**config.mk**
```make
export PLATFORM = sky130hd
export DESIGN_NAME = drive_control_status_word
export DESIGN_NICKNAME = d
export VERILOG_FILES = /design/src/drive_cmd_pkg.sv /design/src/drive_control_status_word.sv
export SDC_FILE = /design/constraint.sdc
export NUM_CORES = 1
export LEC_CHECK = 0
export ABC_AREA = 1
export BUFFER_PORTS_ARGS = -buffer_cell sky130_fd_sc_hd__buf_2
export CAP_MARGIN = 15
export CORE_ASPECT_RATIO = 1.75
export CORE_MARGIN = 2
export CORE_UTILIZATION = 40
export CTS_CLUSTER_DIAMETER = 100
export DETAILED_ROUTE_END_ITERATION = 16
export GPL_ROUTABILITY_DRIVEN = 1
export PLACE_DENSITY = 0.71
export SETUP_SLACK_MARGIN = 0.02
export SYNTH_ARGS = -nofsm -noshare
export SYNTH_HDL_FRONTEND = slang
export SYNTH_SLANG_ARGS = --single-unit
```
**constraint.sdc**
```tcl
create_clock -name clock_i -period 2.2 [get_ports clock_i]
set_input_delay 0 -clock clock_i [delete_from_list [all_inputs] [get_ports clock_i]]
set_output_delay 0 -clock clock_i [all_outputs]
set_load 0.01 [all_outputs]
```
**src/drive_cmd_pkg.sv**
```systemverilog
// Package with constants and types for the drive command and state words
// Notes on behaviour
// - Bits 1:0 pick one of four presets
// - Bit 2 low brakes by DC, then stops
// - Bit 3 low coasts, output stage off
// - Bit 4 low gives a quick stop
// - Bit 5 low freezes the output frequency
// - While frozen, only coast or brake stop
// - Bit 6 low ramp stops, high permits start
// - Trip reset only on rising bit 7
// - Bit 8 high selects the jog speed
// - Bit 9 selects ramp set 1 or 2
// - Bit 10 low makes the whole word ignored
// - Bit 11 drives relay 01 if configured
// - Bit 12 drives relay 04 if configured
// - Bits 14:13 pick set-up in multi mode
// - Bit 15 reverses when its source allows
// - Status bits 3, 4, 6 report faults
// - Status bit 5 is reserved, reads zero
// - Status bit 8 means speed equals reference
// - Status bit 9 means bus control possible
// - Status bit 11 means start or moving
// - Status bits 15, 14, 13 report limits
// - Link loss forces the whole status to zero
// - Status bit 12 means overtemperature auto-stop
// - Parameter values are whole scaled numbers
package drive_cmd_pkg;
  // Control word bit positions
  localparam int CW_PRESET_LO = 0;
  localparam int CW_PRESET_HI = 1;
  localparam int CW_DC_BRAKE_N = 2;
  localparam int CW_COAST_N = 3;
  localparam int CW_QSTOP_N = 4;
  localparam int CW_HOLD_N = 5;
  localparam int CW_START = 6;
  localparam int CW_RESET = 7;
  localparam int CW_JOG = 8;
  localparam int CW_RAMP2 = 9;
  localparam int CW_VALID = 10;
  localparam int CW_RELAY1 = 11;
  localparam int CW_RELAY4 = 12;
  localparam int CW_SETUP_LO = 13;
  localparam int CW_SETUP_HI = 14;
  localparam int CW_REVERSE = 15;
  // Status word bit positions
  localparam int SW_CTRL_READY = 0;
  localparam int SW_DRIVE_READY = 1;
  localparam int SW_ENABLE = 2;
  localparam int SW_TRIP = 3;
  localparam int SW_ERROR = 4;
  localparam int SW_RESERVED = 5;
  localparam int SW_TRIP_LOCK = 6;
  localparam int SW_WARNING = 7;
  localparam int SW_AT_REF = 8;
  localparam int SW_BUS_CTRL = 9;
  localparam int SW_FREQ_OK = 10;
  localparam int SW_RUNNING = 11;
  localparam int SW_AUTOSTART = 12;
  localparam int SW_VOLTAGE = 13;
  localparam int SW_TORQUE = 14;
  localparam int SW_TIMER = 15;
  // Reset values
  localparam logic [15:0] CMD_WORD_RESET = 16'h0000;
  localparam logic [15:0] STATE_WORD_RESET = 16'h0000;
  // Reverse source selections
  localparam logic [1:0] REV_DIGITAL = 2'h0;
  localparam logic [1:0] REV_SERIAL = 2'h1;
  localparam logic [1:0] REV_LOGIC_OR = 2'h2;
  localparam logic [1:0] REV_LOGIC_AND = 2'h3;

  // Stop mode priority encoding, one-hot
  typedef enum logic [4:0] {
    STOP_NONE = 5'h01,
    STOP_COAST = 5'h02,
    STOP_DC_BRAKE = 5'h04,
    STOP_QUICK = 5'h08,
    STOP_RAMP = 5'h10
  } stop_mode_e;

  // Decoded command bundle
  typedef struct packed {
    logic [1:0] preset_sel;
    logic dc_brake;
    logic coast;
    logic quick_stop;
    logic hold_freq;
    logic ramp_stop;
    logic start_ok;
    logic trip_reset;
    logic jog;
    logic ramp2_sel;
    logic relay1_on;
    logic relay4_on;
    logic [1:0] setup_sel;
    logic reverse;
    stop_mode_e stop_mode;
  } drive_cmd_s;

  // Drive flags that feed the status word
  typedef struct packed {
    logic ctrl_ready;
    logic drive_ready;
    logic enable;
    logic trip;
    logic error_no_trip;
    logic trip_lock;
    logic warning;
    logic at_reference;
    logic local_stop;
    logic local_ref;
    logic freq_in_limit;
    logic start_signal;
    logic freq_nonzero;
    logic overtemp_stop;
    logic dc_volt_fault;
    logic current_limit;
    logic motor_timer_over;
    logic inv_timer_over;
  } drive_flags_s;

  // Configuration bundle
  typedef struct packed {
    logic relay1_follows;
    logic relay4_follows;
    logic multi_setup;
    logic [1:0] reverse_src;
  } drive_cfg_s;

  // Whole module state
  typedef struct packed {
    logic [15:0] cmd_word;
    logic reset_seen;
    drive_cmd_s cmd;
    logic [15:0] state_word;
  } ctl_state_s;
endpackage

```
**src/drive_control_status_word.sv**
```systemverilog
// Control word decoder and status word builder for the drive
`timescale 1ns/100ps
module drive_control_status_word
  import drive_cmd_pkg::*;
(
  input wire logic clock_i,
  input wire logic rst_b_i,
  input wire logic [15:0] cmd_word_i,      // Received command word
  input wire logic cmd_word_strobe_i,      // One-cycle pulse: new word received
  input wire drive_cfg_s cfg_i,            // Drive configuration
  input wire drive_flags_s flags_i,        // Internal drive flags
  input wire logic bus_link_ok_i,          // Bus option link healthy
  input wire logic dig_stop_i,             // Digital input DC brake/coast/reset-coast
  output drive_cmd_s cmd_o,                // Decoded commands
  output logic [15:0] drive_state_word_o   // Status word to master
);

  ////////////////////////////////////////////////////////////////////////
  // State
  ctl_state_s state_reg;   // Registered state
  ctl_state_s state_next;  // Next state

  // Decode a command word into command bundle
  function automatic drive_cmd_s decode(input logic [15:0] w, input drive_cfg_s c,
                                        input logic dstop, input logic prev_rst);
    drive_cmd_s d;
    logic rev_ok;
    d = '0;
    rev_ok = (c.reverse_src == REV_SERIAL) || (c.reverse_src == REV_LOGIC_OR) ||
             (c.reverse_src == REV_LOGIC_AND);
    d.preset_sel = {w[CW_PRESET_HI], w[CW_PRESET_LO]};
    d.dc_brake = ~w[CW_DC_BRAKE_N];
    d.coast = ~w[CW_COAST_N];
    d.hold_freq = ~w[CW_HOLD_N];
    // Frozen output only honours coast, DC brake or digital stop
    d.quick_stop = ~w[CW_QSTOP_N] & w[CW_HOLD_N];
    d.ramp_stop = ~w[CW_START] & w[CW_HOLD_N];
    d.start_ok = w[CW_START] & w[CW_COAST_N] & w[CW_QSTOP_N] & w[CW_DC_BRAKE_N] & ~dstop;
    d.trip_reset = w[CW_RESET] & ~prev_rst;
    d.jog = w[CW_JOG];
    d.ramp2_sel = w[CW_RAMP2];
    d.relay1_on = w[CW_RELAY1] & c.relay1_follows;
    d.relay4_on = w[CW_RELAY4] & c.relay4_follows;
    d.setup_sel = c.multi_setup ? {w[CW_SETUP_HI], w[CW_SETUP_LO]} : 2'h0;
    d.reverse = w[CW_REVERSE] & rev_ok;
    // Stop priority: coast, then DC brake, then quick, then ramp
    if (d.coast || dstop) begin
      d.stop_mode = STOP_COAST;
    end else if (d.dc_brake) begin
      d.stop_mode = STOP_DC_BRAKE;
    end else if (d.quick_stop) begin
      d.stop_mode = STOP_QUICK;
    end else if (d.ramp_stop) begin
      d.stop_mode = STOP_RAMP;
    end else begin
      d.stop_mode = STOP_NONE;
    end
    return d;
  endfunction

  ////////////////////////////////////////////////////////////////////////
  // Next-state logic
  always_comb begin
    logic [15:0] sw;
    sw = '0;
    state_next = state_reg;
    // Trip reset is a one-cycle pulse
    state_next.cmd.trip_reset = 1'b0;
    // Take a new valid word only
    if (cmd_word_strobe_i && cmd_word_i[CW_VALID]) begin
      state_next.cmd_word = cmd_word_i;
      state_next.cmd = decode(cmd_word_i, cfg_i, dig_stop_i, state_reg.reset_seen);
      state_next.reset_seen = cmd_word_i[CW_RESET];
    end else begin
      // Keep config and digital stop live on the held word
      state_next.cmd = decode(state_reg.cmd_word, cfg_i, dig_stop_i, 1'b1);
    end
    // Status word from current flags
    sw[SW_CTRL_READY] = flags_i.ctrl_ready;
    sw[SW_DRIVE_READY] = flags_i.drive_ready;
    sw[SW_ENABLE] = flags_i.enable;
    sw[SW_TRIP] = flags_i.trip;
    sw[SW_ERROR] = flags_i.error_no_trip;
    sw[SW_RESERVED] = 1'b0;
    sw[SW_TRIP_LOCK] = flags_i.trip_lock;
    sw[SW_WARNING] = flags_i.warning;
    sw[SW_AT_REF] = flags_i.at_reference;
    sw[SW_BUS_CTRL] = ~(flags_i.local_stop | flags_i.local_ref);
    sw[SW_FREQ_OK] = flags_i.freq_in_limit;
    sw[SW_RUNNING] = flags_i.start_signal | flags_i.freq_nonzero;
    sw[SW_AUTOSTART] = flags_i.overtemp_stop;
    sw[SW_VOLTAGE] = flags_i.dc_volt_fault;
    sw[SW_TORQUE] = flags_i.current_limit;
    sw[SW_TIMER] = flags_i.motor_timer_over | flags_i.inv_timer_over;
    // Lost link blanks everything
    state_next.state_word = bus_link_ok_i ? sw : 16'h0000;
  end

  ////////////////////////////////////////////////////////////////////////
  // State register; reset word decodes as coast with no start
  always_ff @(posedge clock_i) begin
    if (!rst_b_i) begin
      state_reg.cmd_word <= CMD_WORD_RESET;
      state_reg.reset_seen <= 1'b0;
      state_reg.cmd <= '{preset_sel: 2'h0, dc_brake: 1'b1, coast: 1'b1, quick_stop: 1'b1,
                         hold_freq: 1'b1, ramp_stop: 1'b0, start_ok: 1'b0, trip_reset: 1'b0,
                         jog: 1'b0, ramp2_sel: 1'b0, relay1_on: 1'b0, relay4_on: 1'b0,
                         setup_sel: 2'h0, reverse: 1'b0, stop_mode: STOP_COAST};
      state_reg.state_word <= STATE_WORD_RESET;
    end else begin
      state_reg <= state_next;
    end
  end

  // Outputs straight from flops
  assign cmd_o = state_reg.cmd;
  assign drive_state_word_o = state_reg.state_word;
endmodule

```
==> results of run 1 <==
[worst register-to-register path: stages (launching register included)]
cell	delay, ps
dfxtp_1	340
inv_1	50
nor2_1	210
nand2_1	90
a21oi_1	150
[routing by layer]
layer	GRT usage	wire, um	up-vias
met5	0	0	-
met4	0.0853	109	0
met3	0.0417	257	8
met2	0.301	2050	60
met1	0.128	1370	711
li1	-	-	814
[kinds of logic after synthesis]
kind of cell    after synthesis  share of synthesized area
compound gates               18                     0.0479
buf+inv                      73                      0.227
flops                        51                      0.528
other cells                   1                    0.00194
simple gates                 88                      0.195
[report_power, final]
part / total (mW) / internal, mW / leakage, nW / switching (mW)
logic: 0.216 / 0.111 / 0.845 / 0.105
registers: 0.980 / 0.968 / 0.419 / 0.0120
clock network: 0.749 / 0.453 / 0.0644 / 0.296
total: 1.94 / 1.53 / 1.33 / 0.412
[worst max-delay path by stage]
stage	startpoint	endpoint	slack, ps	cells after the start
CTS	cmd_word_i[6]	cmd_o[13]	1000	5
global route	rst_b_i	drive_state_word_o[9]	870	4
floorplan	state_reg[53]	cmd_o[5]	1440	3
global placement	cmd_word_strobe_i	cmd_o[5]	1070	6
detailed placement	cmd_word_strobe_i	cmd_o[13]	1030	6
finish	rst_b_i	drive_state_word_o[9]	1010	4
[what timing repair did]
action	4_1_cts	5_1_grt
setup endpoints to repair	0	0
hold endpoints to repair	34	0
resized for setup	0	0
hold buffers	35	0
setup buffers	0	0
[cells in the mapped netlist (all sizes together)]
cell type and instances:
nor3b 2, clkbuf 1, dfxtp 51, nor2 49
nor3 5, buf 42, o21a 1, o21ai 9
a21oi 8, conb 1, nand3 8, or2 2
inv 30, nand2 20, nand4 2
[cell type report]
class                           count  area (um2)
Clock inverter                      3        67.6
Multi-Input combinational cell    107         473
Fill cell                         459        2110
Sequential cell                    51        1020
Tap cell                           52        65.1
Inverter                           30         113
Timing Repair Buffer              114         746
Clock buffer                        5        68.8
[metrics by stage]
step / hold WS, ps / total power [mW] / area (um2) / utilization / cells
CTS: 2.50 / 1.97 / 2550 / 0.547 / 362
finish: 7.24 / 1.94 / 2550 / 0.547 / 362
global route: 31.1 / 2.04 / 2550 / 0.547 / 362
floorplan: 76.8 / 1.14 / 1930 / - / 231
global placement: 166 / 1.17 / 2070 / 0.443 / 319
detailed placement: 167 / 1.17 / 2070 / 0.443 / 319
==> flow_metrics.py, run 1 <==
metrics = {
    "grt": {
        "grt_max_degree": 21,
        "grt_usage": 0.151,
        "first_global_vias": 1568,
        "overflow": 0,
        "antenna_found_initial": 0,
        "grt_pass1_wl_um": 6270,
    },
    "critical_path": {
        "timing.rr.end": "cmd_o[13]",
        "critical_path.top_delay_family": "buffers and inverters",
        "crit_type": "in2reg",
        "reg2regPathDepth": 4,
        "crit_slowest_cell": "dlygate4sd3_1",
        "path_max_fanout": 17,
        "critPathMaxStageDelay_ps": 580,
        "crit_buf_inv": 2,
        "r2r-start": "state_reg[42]",
        "cp-start-kind": "input port",
        "r2r_slack_ps": 1300,
        "cp.required_ps": 2450,
        "path_cells": "buf_2 > nand2_1 > nor3_1 > dlygate4sd3_1",
        "end_kind": "flop",
        "arrival_ps": 1440,
    },
    "hold_path": {
        "hold_depth": 3,
        "min_from": "cmd_word_i[9]",
        "min_to": "state_reg[47]",
        "hold_path_class": "in2reg",
    },
    "synthesis": {
        "synth_cell_types": 22,
        "seq_area_frac_synth": 0.528,
        "syn-num-nets": 275,
        "synthesis.area_mm2": 0.00193,
        "yosys-top-cells-area": "dfxtp_1, buf_4, nor2_1, inv_1, nand2_1",
        "syn_avg_cell_area_um2": 8.37,
        "syn_inst": 231,
        "ys_warn_count": 0,
        "synth_seq_cells": 51,
        "yosys.area.top_type": "dfxtp_1",
        "synthDominantCellAreaShare": 0.528,
    },
    "outcome": {
        "status": "finished clean",
    },
    "clock_network": {
        "h-tree-depth": 2,
        "clk_latency_ps": 300,
        "cts_tree": "built",
        "clkSinkCount": 51,
        "cts_made_buffers": 5,
        "clk_path_buf_depth": 2,
        "clock-root-buffer": "clkbuf_8",
        "clk_pin_slew_ps": 90,
    },
    "die": {
        "dieHeight_um": 96.0,
        "ioPinCount": 81,
        "die_w_um": 56.6,
        "dieArea_mm2": 0.00543,
        "std_cell_rows": 33,
        "fp.coreArea_mm2": 0.00467,
        "start_util": 0.414,
    },
    "sta": {
        "hold_viol": 0,
        "setup-tns-final_ps": 0,
        "fin_ws_ps": 1010,
        "fmax_mhz": 838,
        "min_period_over_period": 0.543,
        "period_needed_ps": 1190,
        "fin_skew_ps": 3.32,
        "finalMaxSlewViolations": 0,
        "grt_setup_unrepaired": "no",
        "setup_viol": 0,
    },
    "place": {
        "dp_worst_setup_slack_ps": 1030,
        "hpwl_um": 2550,
        "portBuffers": 79,
        "gp_congestion": 0.753,
    },
    "routing": {
        "drtPass1Iterations": 4,
        "dr.first_iter.drc_count": 30,
        "antenna_left": 0,
        "vias": 1593,
        "wl_um": 3790,
        "wire_per_inst_um": 10.5,
        "routed_via_density": 4.40,
        "drc": 0,
    },
    "finish": {
        "diodes": 0,
        "syn_to_final_growth_pct": 32.1,
        "final_common_cell": "buf_2",
        "largest_reg_flops": 21,
        "mostFrequentLayoutCells": "buf_2, dfxtp_1, nor2_1",
        "nets": 353,
        "layout-drive-gt1-share": 0.303,
    },
    "pwr": {
        "powerDensity_mw_per_mm2": 761,
        "power.leakage_nw": 1.33,
        "ir_drop_mv": 0.567,
    },
    "run": {
        "max_cap_violations": 0,
    },
}
(Power assumes the default switching activity.)
==> run 2: changes to the inputs <==
ABC_AREA = 0   (was 1)
clock period = 1.2 ns   (was 2.2 ns; I/O delays follow)
==> run 2 against run 1 <==
  * The run now ends with negative hold slack left
  * Sequential power is 82% higher
  * Critical path type unchanged
  * Clock skew is 7.0 ps higher
  * Routed wire length is 9.8% higher
  * Global-route usage is 1.1 points higher
==> flow_metrics.py, run 2 <==
metrics = {
    "outcome": {
        "status": "finished, violations left",
        "violations": "negative hold slack",
    },
    "place": {
        "hpwl_um": 2720,
        "portBuffers": 79,
        "dp_worst_setup_slack_ps": 284,
        "gp_congestion": 0.768,
    },
    "sta": {
        "fin_skew_ps": 10.3,
        "setup-tns-final_ps": 0,
        "min_period_over_period": 0.923,
        "grt_setup_unrepaired": "no",
        "hold_viol": 2,
        "hold_ws_ps": -5.58,
        "fin_ws_ps": 92.6,
        "setup_viol": 0,
        "period_needed_ps": 1110,
        "fmax_mhz": 903,
        "finalMaxSlewViolations": 0,
    },
    "clock_network": {
        "clk_latency_ps": 300,
        "clk_pin_slew_ps": 90,
        "clk_path_buf_depth": 2,
        "cts_made_buffers": 5,
        "cts_setup_buffers": 0,
        "clkSinkCount": 51,
        "clock-root-buffer": "clkbuf_8",
        "h-tree-depth": 2,
        "cts_tree": "built",
    },
    "grt": {
        "grt_max_degree": 20,
        "antenna_found_initial": 0,
        "first_global_vias": 1544,
        "overflow": 0,
        "grt_usage": 0.162,
        "grt_pass1_wl_um": 6730,
    },
    "die": {
        "dieArea_mm2": 0.00547,
        "start_util": 0.414,
        "std_cell_rows": 33,
        "dieHeight_um": 96.4,
        "die_w_um": 56.8,
        "ioPinCount": 81,
        "fp.coreArea_mm2": 0.00471,
    },
    "routing": {
        "dr.first_iter.drc_count": 31,
        "drtPass1Iterations": 4,
        "drc": 0,
        "wire_per_inst_um": 12.5,
        "vias": 1540,
        "routed_via_density": 4.61,
        "antenna_left": 0,
        "wl_um": 4160,
    },
    "pwr": {
        "p_clk_frac": 0.362,
        "p_int_mw": 2.65,
        "p_comb_frac": 0.113,
        "switching_share": 0.218,
        "powerDensity_mw_per_mm2": 1320,
        "p_switching_uw": 739,
        "seqPwrFrac": 0.524,
        "ir_drop_mv": 1.09,
        "power.leakage_nw": 1.22,
        "p_total_mw": 3.39,
    },
    "synthesis": {
        "seq_area_frac_synth": 0.523,
        "synth_cell_types": 29,
        "yosysMostFrequentCell": "dfxtp_1",
        "ys_warn_count": 0,
        "syn_avg_cell_area_um2": 9.66,
        "synthFlopType": "dfxtp_1",
        "synthesis.area_mm2": 0.00195,
        "yosys-top-cells-area": "dfxtp_1, buf_4, nand2_1, a21oi_1, and3_1",
        "syn_inst": 202,
        "synthDominantCellAreaShare": 0.523,
        "synth_edf_count": 0,
        "syn-num-nets": 246,
        "synth_seq_cells": 51,
        "synthTopCellsByCount": "dfxtp_1, buf_4, nand2_1",
        "synthArstFlopShare": 0,
        "yosys.area.top_type": "dfxtp_1",
    },
    "finish": {
        "diodes": 0,
        "syn_to_final_growth_pct": 31.9,
        "nFillCells": 447,
        "final_util": 0.547,
        "nets": 325,
        "mostFrequentLayoutCells": "buf_2, dfxtp_1, dlygate4sd3_1",
        "final_common_cell": "buf_2",
        "layout-drive-gt1-share": 0.340,
        "largest_reg_flops": 21,
    },
    "critical_path": {
        "end_kind": "flop",
        "arrival_ps": 1350,
        "cp.required_ps": 1440,
        "cp-start-kind": "input port",
        "path_max_fanout": 1,
        "crit_type": "in2reg",
    },
    "hold_path": {
        "hold_path_class": "in2reg",
    },
    "run": {
        "max_cap_violations": 0,
    },
}
-- run 2: per-layer routing --
layer	track usage	vias up	routed length (um)
met5	0	-	0
met2	0.330	50	2420
met1	0.142	705	1420
met3	0.0426	4	254
li1	-	781	-
met4	0.0736	0	76
-- run 2: cells by family (layout without fill, tap and decap cells) --
kind of cell / count (synthesis) / in the layout / share of synthesized area
compound gates: 22 / 22 / 0.0680
buf+inv: 49 / 129 / 0.183
flops: 51 / 51 / 0.523
mux: 5 / 5 / 0.0257
other cells: 1 / 1 / 0.00192
simple gates: 74 / 74 / 0.198
-- run 2: power by group through the flow --
stage	Sequential (mW)	Clock (mW)	Combinational, mW
2_1_floorplan	1.81	0	0.221
3_3_place_gp	1.82	0	0.292
3_5_place_dp	1.82	0	0.295
4_1_cts	1.78	1.27	0.385
5_1_grt	1.79	1.33	0.430
6_report	1.78	1.23	0.385
-- run 2: path summary, 6_finish.rpt --
path	startpoint	end	slack, ps	depth (start not counted)
setup / recovery	flags_i[9]	drive_state_word_o[9]	90	4
hold / removal	cmd_word_i[2]	cmd_o[2]	-6	3
setup reg to reg	state_reg[43]	cmd_o[3]	230	3
hold reg to reg	state_reg[45]	cmd_o[12]	450	1
-- run 2: worst max-delay path, stage by stage --
cell and delay (ps):
dlygate4sd3_1 530, buf_2 120, nor3_1 140, dlygate4sd3_1 560
-- run 2: metrics by stage --
stage / hold WS (ps) / cell area, um2 / cells
after floorplan: 76.8 / 1950 / 202
after global placement: 165 / 2090 / 291
after detailed placement: 168 / 2090 / 291
after CTS: 3.65 / 2580 / 336
after global routing: 13.0 / 2570 / 334
final: -5.58 / 2570 / 334
-- run 2: final cells by class --
type	instances	area [um2]	area share
multi-input combinational	102	582	0.226
tap	52	65.1	0.0253
clock buffer	6	82.6	0.0321
sequential	51	1020	0.397
inverter	4	15.0	0.00584
clock inverter	2	38.8	0.0151
timing repair buffer	117	768	0.299
-- run 2: timing repair --
action	in CTS	in global routing
hold buffers	37	2
gates resized for setup	0	2
endpoints found under the hold margin	37	2
setup endpoints to repair	0	4
